File: src/sar_conv_pkg.sv
// Purpose: Shared constants and types for the SAR converter control block.
// Assumes: The core clock ref_clk runs at 100 MHz.
// Notes:   Timing figures are kept in ns and turned into cycle counts here.

package sar_conv_pkg;

  // ---------------------------------------------------------------------------
  // Widths and timing
  // ---------------------------------------------------------------------------
  localparam int RESULT_W_DEF = 18;
  localparam int CLK_PERIOD_NS = 10;
  localparam int CONV_MIN_NS = 500;
  localparam int CONV_MAX_NS = 700;
  // A least time rounds up, a longest time rounds down.
  localparam int CONV_MIN_CYC = (CONV_MIN_NS + CLK_PERIOD_NS - 1) / CLK_PERIOD_NS;
  localparam int CONV_MAX_CYC = CONV_MAX_NS / CLK_PERIOD_NS;
  localparam int CONV_RANGE_CYC = CONV_MAX_CYC - CONV_MIN_CYC;
  localparam int SAR_STEP_CYC = 2;
  localparam int CONV_CNT_W = 8;

  // ---------------------------------------------------------------------------
  // Scrambler reset value and taps
  // ---------------------------------------------------------------------------
  localparam logic [7:0] LFSR_SEED = 8'hA5;
  localparam logic [7:0] LFSR_TAPS = 8'hB8;

  // ---------------------------------------------------------------------------
  // Types
  // ---------------------------------------------------------------------------
  typedef enum {PHASE_ACQ, PHASE_CONV} phase_e;
  typedef enum {MODE_CS, MODE_CHAIN} if_mode_e;

  typedef struct packed {
    logic conversion_start_select;
    logic chain_in;
    logic serial_clock;
  } host_pins_s;

  typedef struct packed {
    logic data;
    logic oe;
  } dout_pin_s;

  typedef struct packed {
    logic inputs_connected;
    logic powered_down;
    logic converting;
  } front_end_s;

endpackage : sar_conv_pkg

File: src/sar_conv_ctrl.sv
// Purpose: Conversion and serial interface control of an 18-bit SAR converter.
// Assumes: Host pins are asynchronous to ref_clk; analog levels arrive as
//          unsigned digitised codes on positive/negative_analog_input.
// Notes:   One clock domain; every host pin is seen through a two-stage synchroniser.

`timescale 1ns/100ps

module sar_conv_ctrl
  import sar_conv_pkg::*;
#(
  parameter int RESULT_W = RESULT_W_DEF
) (
  input wire logic ref_clk,
  input wire logic resetn,
  input wire host_pins_s host_pins,
  input wire logic [RESULT_W-1:0] positive_analog_input,
  input wire logic [RESULT_W-1:0] negative_analog_input,
  output dout_pin_s dout_pin,
  output front_end_s front_end,
  output logic [RESULT_W-1:0] result_code
);

  localparam int FRAME_W = RESULT_W + 1;
  localparam int LEFT_W = $clog2(FRAME_W + 1);
  localparam int STEP_W = $clog2(SAR_STEP_CYC + 1);

  // ---------------------------------------------------------------------------
  // Pin synchronisers and edge detection
  // ---------------------------------------------------------------------------
  // Every pin edge is seen two to three cycles late, so the serial clock must stay
  // well below a quarter of ref_clk; the data pin then lags each fall by as much.
  host_pins_s pins_meta_r;
  host_pins_s pins_sync_r;
  host_pins_s pins_prev_r;

  always_ff @(posedge ref_clk or negedge resetn) begin
    if (!resetn) begin
      pins_meta_r <= '0;
      pins_sync_r <= '0;
      pins_prev_r <= '0;
    end else begin
      pins_meta_r <= host_pins;
      pins_sync_r <= pins_meta_r;
      pins_prev_r <= pins_sync_r;
    end
  end

  logic start_rise;
  logic sclk_fall;
  logic cnv_s;
  logic din_s;
  assign cnv_s = pins_sync_r.conversion_start_select;
  assign din_s = pins_sync_r.chain_in;
  assign start_rise = cnv_s & ~pins_prev_r.conversion_start_select;
  // The serial clock is only watched for shifting, never for conversion timing.
  assign sclk_fall = ~pins_sync_r.serial_clock & pins_prev_r.serial_clock;

  // ---------------------------------------------------------------------------
  // Conversion timing
  // ---------------------------------------------------------------------------
  phase_e phase_r;
  logic [7:0] lfsr_r;
  logic [CONV_CNT_W-1:0] conv_cnt_r;
  logic [CONV_CNT_W-1:0] conv_len_r;
  logic [CONV_CNT_W-1:0] conv_len_nxt;
  logic [4:0] extra;
  logic conv_done_r;

  // Free-running scrambler gives each conversion its own length. Values above
  // the range are clipped to the longest, so that end is favoured; a fair
  // spread would have cost a divider.
  always_ff @(posedge ref_clk or negedge resetn) begin
    if (!resetn) begin
      lfsr_r <= LFSR_SEED;
    end else begin
      lfsr_r <= {lfsr_r[6:0], ^(lfsr_r & LFSR_TAPS)};
    end
  end

  assign extra = (lfsr_r[4:0] > 5'(CONV_RANGE_CYC)) ? 5'(CONV_RANGE_CYC) : lfsr_r[4:0];
  assign conv_len_nxt = CONV_CNT_W'(CONV_MIN_CYC) + {3'h0, extra};

  always_ff @(posedge ref_clk or negedge resetn) begin
    if (!resetn) begin
      phase_r <= PHASE_ACQ;
      conv_cnt_r <= '0;
      conv_len_r <= '0;
      conv_done_r <= 1'b0;
    end else begin
      conv_done_r <= 1'b0;
      unique case (phase_r)
        PHASE_ACQ: begin
          if (start_rise) begin
            phase_r <= PHASE_CONV;
            conv_cnt_r <= '0;
            conv_len_r <= conv_len_nxt;
          end
        end
        PHASE_CONV: begin
          // Counted on ref_clk, which plays the part of the internal oscillator.
          conv_cnt_r <= conv_cnt_r + CONV_CNT_W'(1);
          if (conv_cnt_r == conv_len_r - CONV_CNT_W'(1)) begin
            phase_r <= PHASE_ACQ;
            conv_done_r <= 1'b1;
          end
        end
      endcase
    end
  end

  // ---------------------------------------------------------------------------
  // Sampling and successive approximation
  // ---------------------------------------------------------------------------
  logic signed [RESULT_W:0] diff;
  logic [RESULT_W-1:0] sign_bit;
  logic [RESULT_W-1:0] target_r;
  logic [RESULT_W-1:0] sar_acc_r;
  logic [RESULT_W-1:0] sar_bit_r;
  logic [RESULT_W-1:0] trial;
  logic [STEP_W-1:0] step_cnt_r;

  assign diff = $signed({1'b0, positive_analog_input}) - $signed({1'b0, negative_analog_input});
  assign sign_bit = {1'b1, {(RESULT_W - 1){1'b0}}};
  assign trial = sar_acc_r | sar_bit_r;

  // Full scale spans twice the reference, so the halved difference fits 18 bits.
  always_ff @(posedge ref_clk or negedge resetn) begin
    if (!resetn) begin
      target_r <= '0;
      sar_acc_r <= '0;
      sar_bit_r <= '0;
      step_cnt_r <= '0;
    end else if (phase_r == PHASE_ACQ && start_rise) begin
      target_r <= diff[RESULT_W:1] ^ sign_bit;
      sar_acc_r <= '0;
      sar_bit_r <= sign_bit;
      step_cnt_r <= '0;
    end else if (phase_r == PHASE_CONV && sar_bit_r != '0) begin
      // Each trial is given SAR_STEP_CYC cycles to settle before it is judged.
      if (step_cnt_r == STEP_W'(SAR_STEP_CYC - 1)) begin
        step_cnt_r <= '0;
        if (trial <= target_r) begin
          sar_acc_r <= trial;
        end
        sar_bit_r <= sar_bit_r >> 1;
      end else begin
        step_cnt_r <= step_cnt_r + STEP_W'(1);
      end
    end
  end

  // The trial search finishes well inside the shortest conversion.
  always_ff @(posedge ref_clk or negedge resetn) begin
    if (!resetn) begin
      result_code <= '0;
    end else if (phase_r == PHASE_CONV && conv_cnt_r == conv_len_r - CONV_CNT_W'(1)) begin
      result_code <= sar_acc_r ^ sign_bit;
    end
  end

  // ---------------------------------------------------------------------------
  // Front-end switch and power state
  // ---------------------------------------------------------------------------
  // Switch and power move together: the converter only draws power while its
  // capacitors are cut off from the pins.
  always_ff @(posedge ref_clk or negedge resetn) begin
    if (!resetn) begin
      front_end <= '{inputs_connected: 1'b1, powered_down: 1'b1, converting: 1'b0};
    end else if (phase_r == PHASE_ACQ && start_rise) begin
      front_end <= '{inputs_connected: 1'b0, powered_down: 1'b0, converting: 1'b1};
    end else if (phase_r == PHASE_CONV && conv_cnt_r == conv_len_r - CONV_CNT_W'(1)) begin
      front_end <= '{inputs_connected: 1'b1, powered_down: 1'b1, converting: 1'b0};
    end
  end

  // ---------------------------------------------------------------------------
  // Mode selection and serial output
  // ---------------------------------------------------------------------------
  if_mode_e mode_r;
  logic selected;
  logic sel_prev_r;
  logic sel_fall;
  logic armed_r;
  logic spare_r;
  logic [LEFT_W-1:0] left_r;
  logic [FRAME_W-1:0] out_sr_r;

  // In 3-wire use the chain input is tied high and the start pin selects; in
  // 4-wire use the start pin stays high and the chain input selects alone.
  always_comb begin
    if (mode_r == MODE_CS) begin
      selected = ~(cnv_s & din_s);
    end else begin
      selected = ~cnv_s;
    end
  end

  always_ff @(posedge ref_clk or negedge resetn) begin
    if (!resetn) begin
      sel_prev_r <= 1'b0;
    end else begin
      sel_prev_r <= selected;
    end
  end

  assign sel_fall = selected & ~sel_prev_r;

  always_ff @(posedge ref_clk or negedge resetn) begin
    if (!resetn) begin
      mode_r <= MODE_CS;
    end else if (phase_r == PHASE_ACQ && start_rise) begin
      mode_r <= din_s ? MODE_CS : MODE_CHAIN;
    end
  end

  // A frame that opens on select keeps a spare bit at the bottom of the shifter.
  // Chain bits from upstream must enter above it, or a stray zero would sit
  // between this device's last bit and the upstream device's first.
  always_ff @(posedge ref_clk or negedge resetn) begin
    if (!resetn) begin
      spare_r <= 1'b0;
    end else if (conv_done_r && !start_rise) begin
      spare_r <= ~selected;
    end
  end

  // Armed means a result waits for the select edge; a new start drops it.
  always_ff @(posedge ref_clk or negedge resetn) begin
    if (!resetn) begin
      armed_r <= 1'b0;
    end else if (start_rise) begin
      armed_r <= 1'b0;
    end else if (conv_done_r) begin
      armed_r <= ~selected;
    end else if (sel_fall) begin
      armed_r <= 1'b0;
    end
  end

  // Data only leaves during acquisition; a read during conversion sees a
  // tristated pin, which is why the host must wait for the result.
  always_ff @(posedge ref_clk or negedge resetn) begin
    if (!resetn) begin
      dout_pin <= '{data: 1'b0, oe: 1'b0};
      left_r <= '0;
      out_sr_r <= '0;
    end else if (start_rise) begin
      // A refused start edge inside a conversion still releases the pin.
      dout_pin.oe <= 1'b0;
    end else if (conv_done_r) begin
      if (selected) begin
        // Selected at the end of conversion asks for the busy slot.
        out_sr_r <= {1'b0, result_code};
        dout_pin <= '{data: 1'b0, oe: 1'b1};
        left_r <= LEFT_W'(FRAME_W);
      end else begin
        out_sr_r <= {result_code, 1'b0};
        left_r <= LEFT_W'(RESULT_W);
      end
    end else if (armed_r && sel_fall) begin
      dout_pin <= '{data: out_sr_r[FRAME_W-1], oe: 1'b1};
    end else if (dout_pin.oe && !selected) begin
      dout_pin.oe <= 1'b0;
    end else if (dout_pin.oe && sclk_fall) begin
      // In the chain the upstream bit enters behind the outgoing one.
      if (mode_r == MODE_CHAIN && spare_r) begin
        out_sr_r <= {out_sr_r[FRAME_W-2:1], din_s, 1'b0};
      end else if (mode_r == MODE_CHAIN) begin
        out_sr_r <= {out_sr_r[FRAME_W-2:0], din_s};
      end else begin
        out_sr_r <= {out_sr_r[FRAME_W-2:0], 1'b0};
      end
      dout_pin.data <= out_sr_r[FRAME_W-2];
      if (mode_r == MODE_CS) begin
        left_r <= left_r - LEFT_W'(1);
        if (left_r == LEFT_W'(1)) begin
          dout_pin.oe <= 1'b0;
        end
      end
    end
  end

endmodule : sar_conv_ctrl

File: config.mk
export PLATFORM = sky130hd
export DESIGN_NAME = sar_conv_ctrl
export DESIGN_NICKNAME = d
export VERILOG_FILES = /design/src/sar_conv_pkg.sv /design/src/sar_conv_ctrl.sv
export SDC_FILE = /design/constraint.sdc
export NUM_CORES = 1
export LEC_CHECK = 0
export ABC_AREA = 1
export ABC_CLOCK_PERIOD_IN_PS = 6160
export BUFFER_PORTS_ARGS = -buffer_cell sky130_fd_sc_hd__buf_2
export CORE_UTILIZATION = 45
export CTS_CLUSTER_DIAMETER = 50
export CTS_CLUSTER_SIZE = 40
export DETAILED_ROUTE_END_ITERATION = 10
export SKIP_LAST_GASP = 1
export SYNTH_ARGS = -nofsm -noshare
export SYNTH_HDL_FRONTEND = slang
export SYNTH_SLANG_ARGS = --single-unit
File: constraint.sdc
create_clock -name ref_clk -period 6.16 [get_ports ref_clk]
set_input_delay 1.232 -clock ref_clk [delete_from_list [all_inputs] [get_ports ref_clk]]
set_output_delay 1.232 -clock ref_clk [all_outputs]
set_load 0.03 [all_outputs]
==> insert_results.sql <==
INSERT INTO impl_metrics (metric_group, metric, value, unit) VALUES
('yosys', 'synth_sequential_area_ratio', '43.0', '%'),
('power_and_ir_drop', 'total_switching_power', '1.73', 'mW'),
('floorplan', 'die_height', '136', 'um'),
('floorplan', 'floorplan.die.width', '136', 'um'),
('power_and_ir_drop', 'vdd.ir_drop.worst', '195', 'uV'),
('placement', 'setup_slack_after_placement', '3240', 'ps'),
('clocking', 'clock_tree.buffer_depth', '2', ''),
('final_layout', 'finish.utilization', '52.5', '%'),
('final_layout', 'layout.filler_cells', '1706', ''),
('final_layout', 'fin_nets', '1169', ''),
('setup_path', 'rrSetupSlack', '3810', 'ps'),
('route', 'drt_drc_violations_left', '0', ''),
('setup_path', 'cpMaxStageDelayCell', 'sky130_fd_sc_hd__fa_1', ''),
('sta', 'min_period', '2510', 'ps'),
('flow_run', 'max_cap_viol_count', '0', ''),
('route', 'vias_per_cell', '4.80', ''),
('final_layout', 'post_layout_nonfiller_instances', '1325', ''),
('power_and_ir_drop', 'pwr-share-seq', '33.9', '%'),
('sta', 'finalCritPeriodShare', '40.7', '%'),
('hold_path', 'worst_hold_launch', 'pins_meta_r[0]', ''),
('power_and_ir_drop', 'clock_power_share', '24.8', '%'),
('final_layout', 'stdcell_area', '9150', 'um^2'),
('setup_path', 'worst-endpoint-arrival', '2810', 'ps'),
('final_layout', 'drive_above_1_share', '15.1', '%'),
('clocking', 'worstSkewPairLatency', '420', 'ps'),
('hold_path', 'hp-class', 'reg2reg', ''),
('final_layout', 'syn2layout_area_growth', '12.9', '%'),
('power_and_ir_drop', 'leakagePower', '4.85', 'nW'),
('yosys', 'async_flop_share', '100', '%'),
('yosys', 'synthesis.yosys.warnings', '0', ''),
('sta', 'final_critical_path_setup_slack', '3650', 'ps'),
('clocking', 'cts_root_buf', 'sky130_fd_sc_hd__clkbuf_16', ''),
('placement', 'detailedPlacementHpwl', '11500', 'um'),
('sta', 'fmax', '399', 'MHz'),
('yosys', 'netlist_area_before_placement', '8100', 'um^2'),
('setup_path', 'timing.critical_path.mode_cell', 'sky130_fd_sc_hd__nand2_1', ''),
('setup_path', 'cp_cell_instances', 'buf_2, inv_1, nor2_1, fa_1, o21ai_0, nand2_1, nand2_1, nand3_1, nand2_1, nand2_1, nand3_1, nand2_1', ''),
('floorplan', 'design.portCount', '64', ''),
('clocking', 'hold_buffers', '0', ''),
('floorplan', 'die_area', '18500', 'um^2'),
('global_routing', 'grt_start_max_net_pins', '82', ''),
('clocking', 'cts_made_buffers', '17', ''),
('global_routing', 'gr-usage-all-layers', '18.8', '%'),
('route', 'drt_pass1_iterations', '4', ''),
('setup_path', 'cp.required', '6470', 'ps'),
('route', 'dr_iter_0_viols', '299', ''),
('final_layout', 'antenna_cells', '0', ''),
('yosys', 'synth_seq_cells', '139', ''),
('global_routing', 'antenna_found_initial', '0', ''),
('power_and_ir_drop', 'p_comb_share', '41.3', '%'),
('yosys', 'synth_area_per_cell', '7.83', 'um^2'),
('yosys', 'synthesized_instance_count', '1034', ''),
('sta', 'final.hold.worst_slack', '347', 'ps'),
('yosys', 'synth_top_flop_cell', 'sky130_fd_sc_hd__dfrtp_1', ''),
('setup_path', 'startpoint_type', 'input port', ''),
('setup_path', 'regToRegStartpoint', 'sar_bit_r[17]', ''),
('yosys', 'post_synth_num_cell_types', '48', ''),
('clocking', 'path_clk_slew', '60', 'ps'),
('power_and_ir_drop', 'internal-power', '2.57', 'mW'),
('status', 'status', 'finished, final reports clean', ''),
('sta', 'slew_headroom', '50.7', '%'),
('setup_path', 'timing.setup.critical_path_class', 'in2reg', ''),
('route', 'vias', '6366', ''),
('floorplan', 'floorplan.core_area', '17400', 'um^2'),
('setup_path', 'critPathLaunch', 'negative_analog_input[0]', ''),
('route', 'antenna_left', '0', ''),
('sta', 'fin_worst_skew', '8.42', 'ps'),
('global_routing', 'globalRoute.totalOverflow', '0', ''),
('power_and_ir_drop', 'swShare', '40.3', '%'),
('setup_path', 'worst_path_largest_cell_delay', '420', 'ps'),
('global_routing', 'grt_first_pass_wirelength', '27500', 'um');
[power by group through the flow]
stage	sequential (mW)	combinational, mW	clock (mW)
2_1_floorplan	1.50	1.40	0
4_1_cts	1.46	1.81	1.09
6_report	1.46	1.78	1.07
3_3_place_gp	1.47	1.77	0
3_5_place_dp	1.47	1.80	0
5_1_grt	1.50	2.08	1.13
[placed cells by master (no fill, tap or decap), types with 3 or more instances in the layout]
cell | synthesis | final
sky130_fd_sc_hd__clkinv_2 | 0 | 3
sky130_fd_sc_hd__dfrtp_1 | 134 | 134
sky130_fd_sc_hd__nand3b_1 | 7 | 7
sky130_fd_sc_hd__o21ai_0 | 57 | 57
sky130_fd_sc_hd__o21ai_2 | 27 | 27
sky130_fd_sc_hd__clkinv_4 | 0 | 3
sky130_fd_sc_hd__nand2_2 | 12 | 12
sky130_fd_sc_hd__a21oi_1 | 47 | 47
sky130_fd_sc_hd__buf_4 | 2 | 4
sky130_fd_sc_hd__nand3_1 | 68 | 68
sky130_fd_sc_hd__nand2_1 | 293 | 293
sky130_fd_sc_hd__xnor2_1 | 13 | 13
sky130_fd_sc_hd__xor2_1 | 6 | 6
sky130_fd_sc_hd__ha_1 | 40 | 40
sky130_fd_sc_hd__bufinv_16 | 0 | 4
sky130_fd_sc_hd__dfstp_2 | 5 | 5
sky130_fd_sc_hd__o221ai_1 | 17 | 17
sky130_fd_sc_hd__nand3_2 | 4 | 4
sky130_fd_sc_hd__nor3_1 | 4 | 4
sky130_fd_sc_hd__or2_2 | 6 | 6
sky130_fd_sc_hd__clkbuf_1 | 8 | 3
sky130_fd_sc_hd__nor2_1 | 46 | 46
sky130_fd_sc_hd__inv_2 | 6 | 6
sky130_fd_sc_hd__buf_2 | 13 | 62
sky130_fd_sc_hd__nand4_1 | 6 | 6
sky130_fd_sc_hd__inv_1 | 168 | 168
sky130_fd_sc_hd__o21ai_1 | 7 | 7
sky130_fd_sc_hd__clkbuf_16 | 0 | 17
[final cells by class]
| cell class | count | area [um^2] | area share, % |
|---|---|---|---|
| Sequential cell | 139 | 3480 | 38.1 |
| Multi-Input combinational cell | 687 | 3750 | 41.0 |
| Clock buffer | 21 | 450 | 4.93 |
| Tap cell | 225 | 282 | 3.08 |
| Timing Repair Buffer | 67 | 352 | 3.84 |
| Clock inverter | 11 | 169 | 1.85 |
| Inverter | 175 | 657 | 7.18 |
[worst min-delay path by stage]
stage                                 to  depth (start not counted)  slack (ps)
after CTS                 pins_sync_r[0]                          0         350
after global placement         lfsr_r[7]                          0         330
after global routing               din_s                          0         360
after detailed placement  pins_sync_r[0]                          0         340
after floorplan                    cnv_s                          0         330
final                     pins_sync_r[0]                          0         350
[synth_stat cells (5+ instances only)]
| master | n | area (um^2) |
|---|---|---|
| sky130_fd_sc_hd__o21ai_0 | 57 | 285 |
| sky130_fd_sc_hd__inv_2 | 6 | 22.5 |
| sky130_fd_sc_hd__xnor2_1 | 13 | 114 |
| sky130_fd_sc_hd__dfrtp_1 | 134 | 3350 |
| sky130_fd_sc_hd__ha_1 | 40 | 500 |
| sky130_fd_sc_hd__nand2_2 | 12 | 75.1 |
| sky130_fd_sc_hd__nand3b_1 | 7 | 52.6 |
| sky130_fd_sc_hd__buf_2 | 13 | 65.1 |
| sky130_fd_sc_hd__o221ai_1 | 17 | 149 |
| sky130_fd_sc_hd__o21ai_1 | 7 | 35.0 |
| sky130_fd_sc_hd__xor2_1 | 6 | 52.6 |
| sky130_fd_sc_hd__buf_6 | 6 | 67.6 |
| sky130_fd_sc_hd__inv_1 | 168 | 631 |
| sky130_fd_sc_hd__or2_2 | 6 | 37.5 |
| sky130_fd_sc_hd__nor2_1 | 46 | 173 |
| sky130_fd_sc_hd__nand2_1 | 293 | 1100 |
| sky130_fd_sc_hd__a21oi_1 | 47 | 235 |
| sky130_fd_sc_hd__nand3_1 | 68 | 340 |
| sky130_fd_sc_hd__dfstp_2 | 5 | 131 |
| sky130_fd_sc_hd__nand4_1 | 6 | 37.5 |
| sky130_fd_sc_hd__o21ai_2 | 27 | 236 |
| sky130_fd_sc_hd__clkbuf_1 | 8 | 30.0 |
[registers in the layout (all words and copies together) (netlist names), 2 cells and up]
signal	cells
pins_meta_r	3
pins_prev_r	2
step_cnt_r	2
left_r	5
sar_bit_r	18
target_r	18
conv_len_r	7
sar_acc_r	18
lfsr_r	8
result_code	18
out_sr_r	19
front_end	2
conv_cnt_r	8
dout_pin	2
[routing by layer]
metal	up-vias	share of wire [%]	wire length [um]	global-route usage, %
met5	-	0	0	0
met4	0	1.3	214	6.48
met3	18	3.5	566	3.43
met2	119	44	7100	29.9
met1	2820	51	8150	25.6
li1	3409	-	-	-
[kinds of logic after synthesis]
family                   count (synthesis)  synth area share (%)
AO/OA/AOI/OAI                          171                  13.3
XOR/XNOR                                20                  2.26
adder cells (fa/ha/maj)                 41                  6.43
buffers and inverters                  208                  10.7
flip-flops                             139                  43.0
AND/OR/NAND/NOR                        455                  24.4
[critical path: cells and delay by family]
kind | cells | cell delay (ps)
simple gates | 8 | 640
fa+ha+maj | 1 | 420
compound gates | 1 | 390
buf+inv | 2 | 130
(Power assumes the default switching activity.)
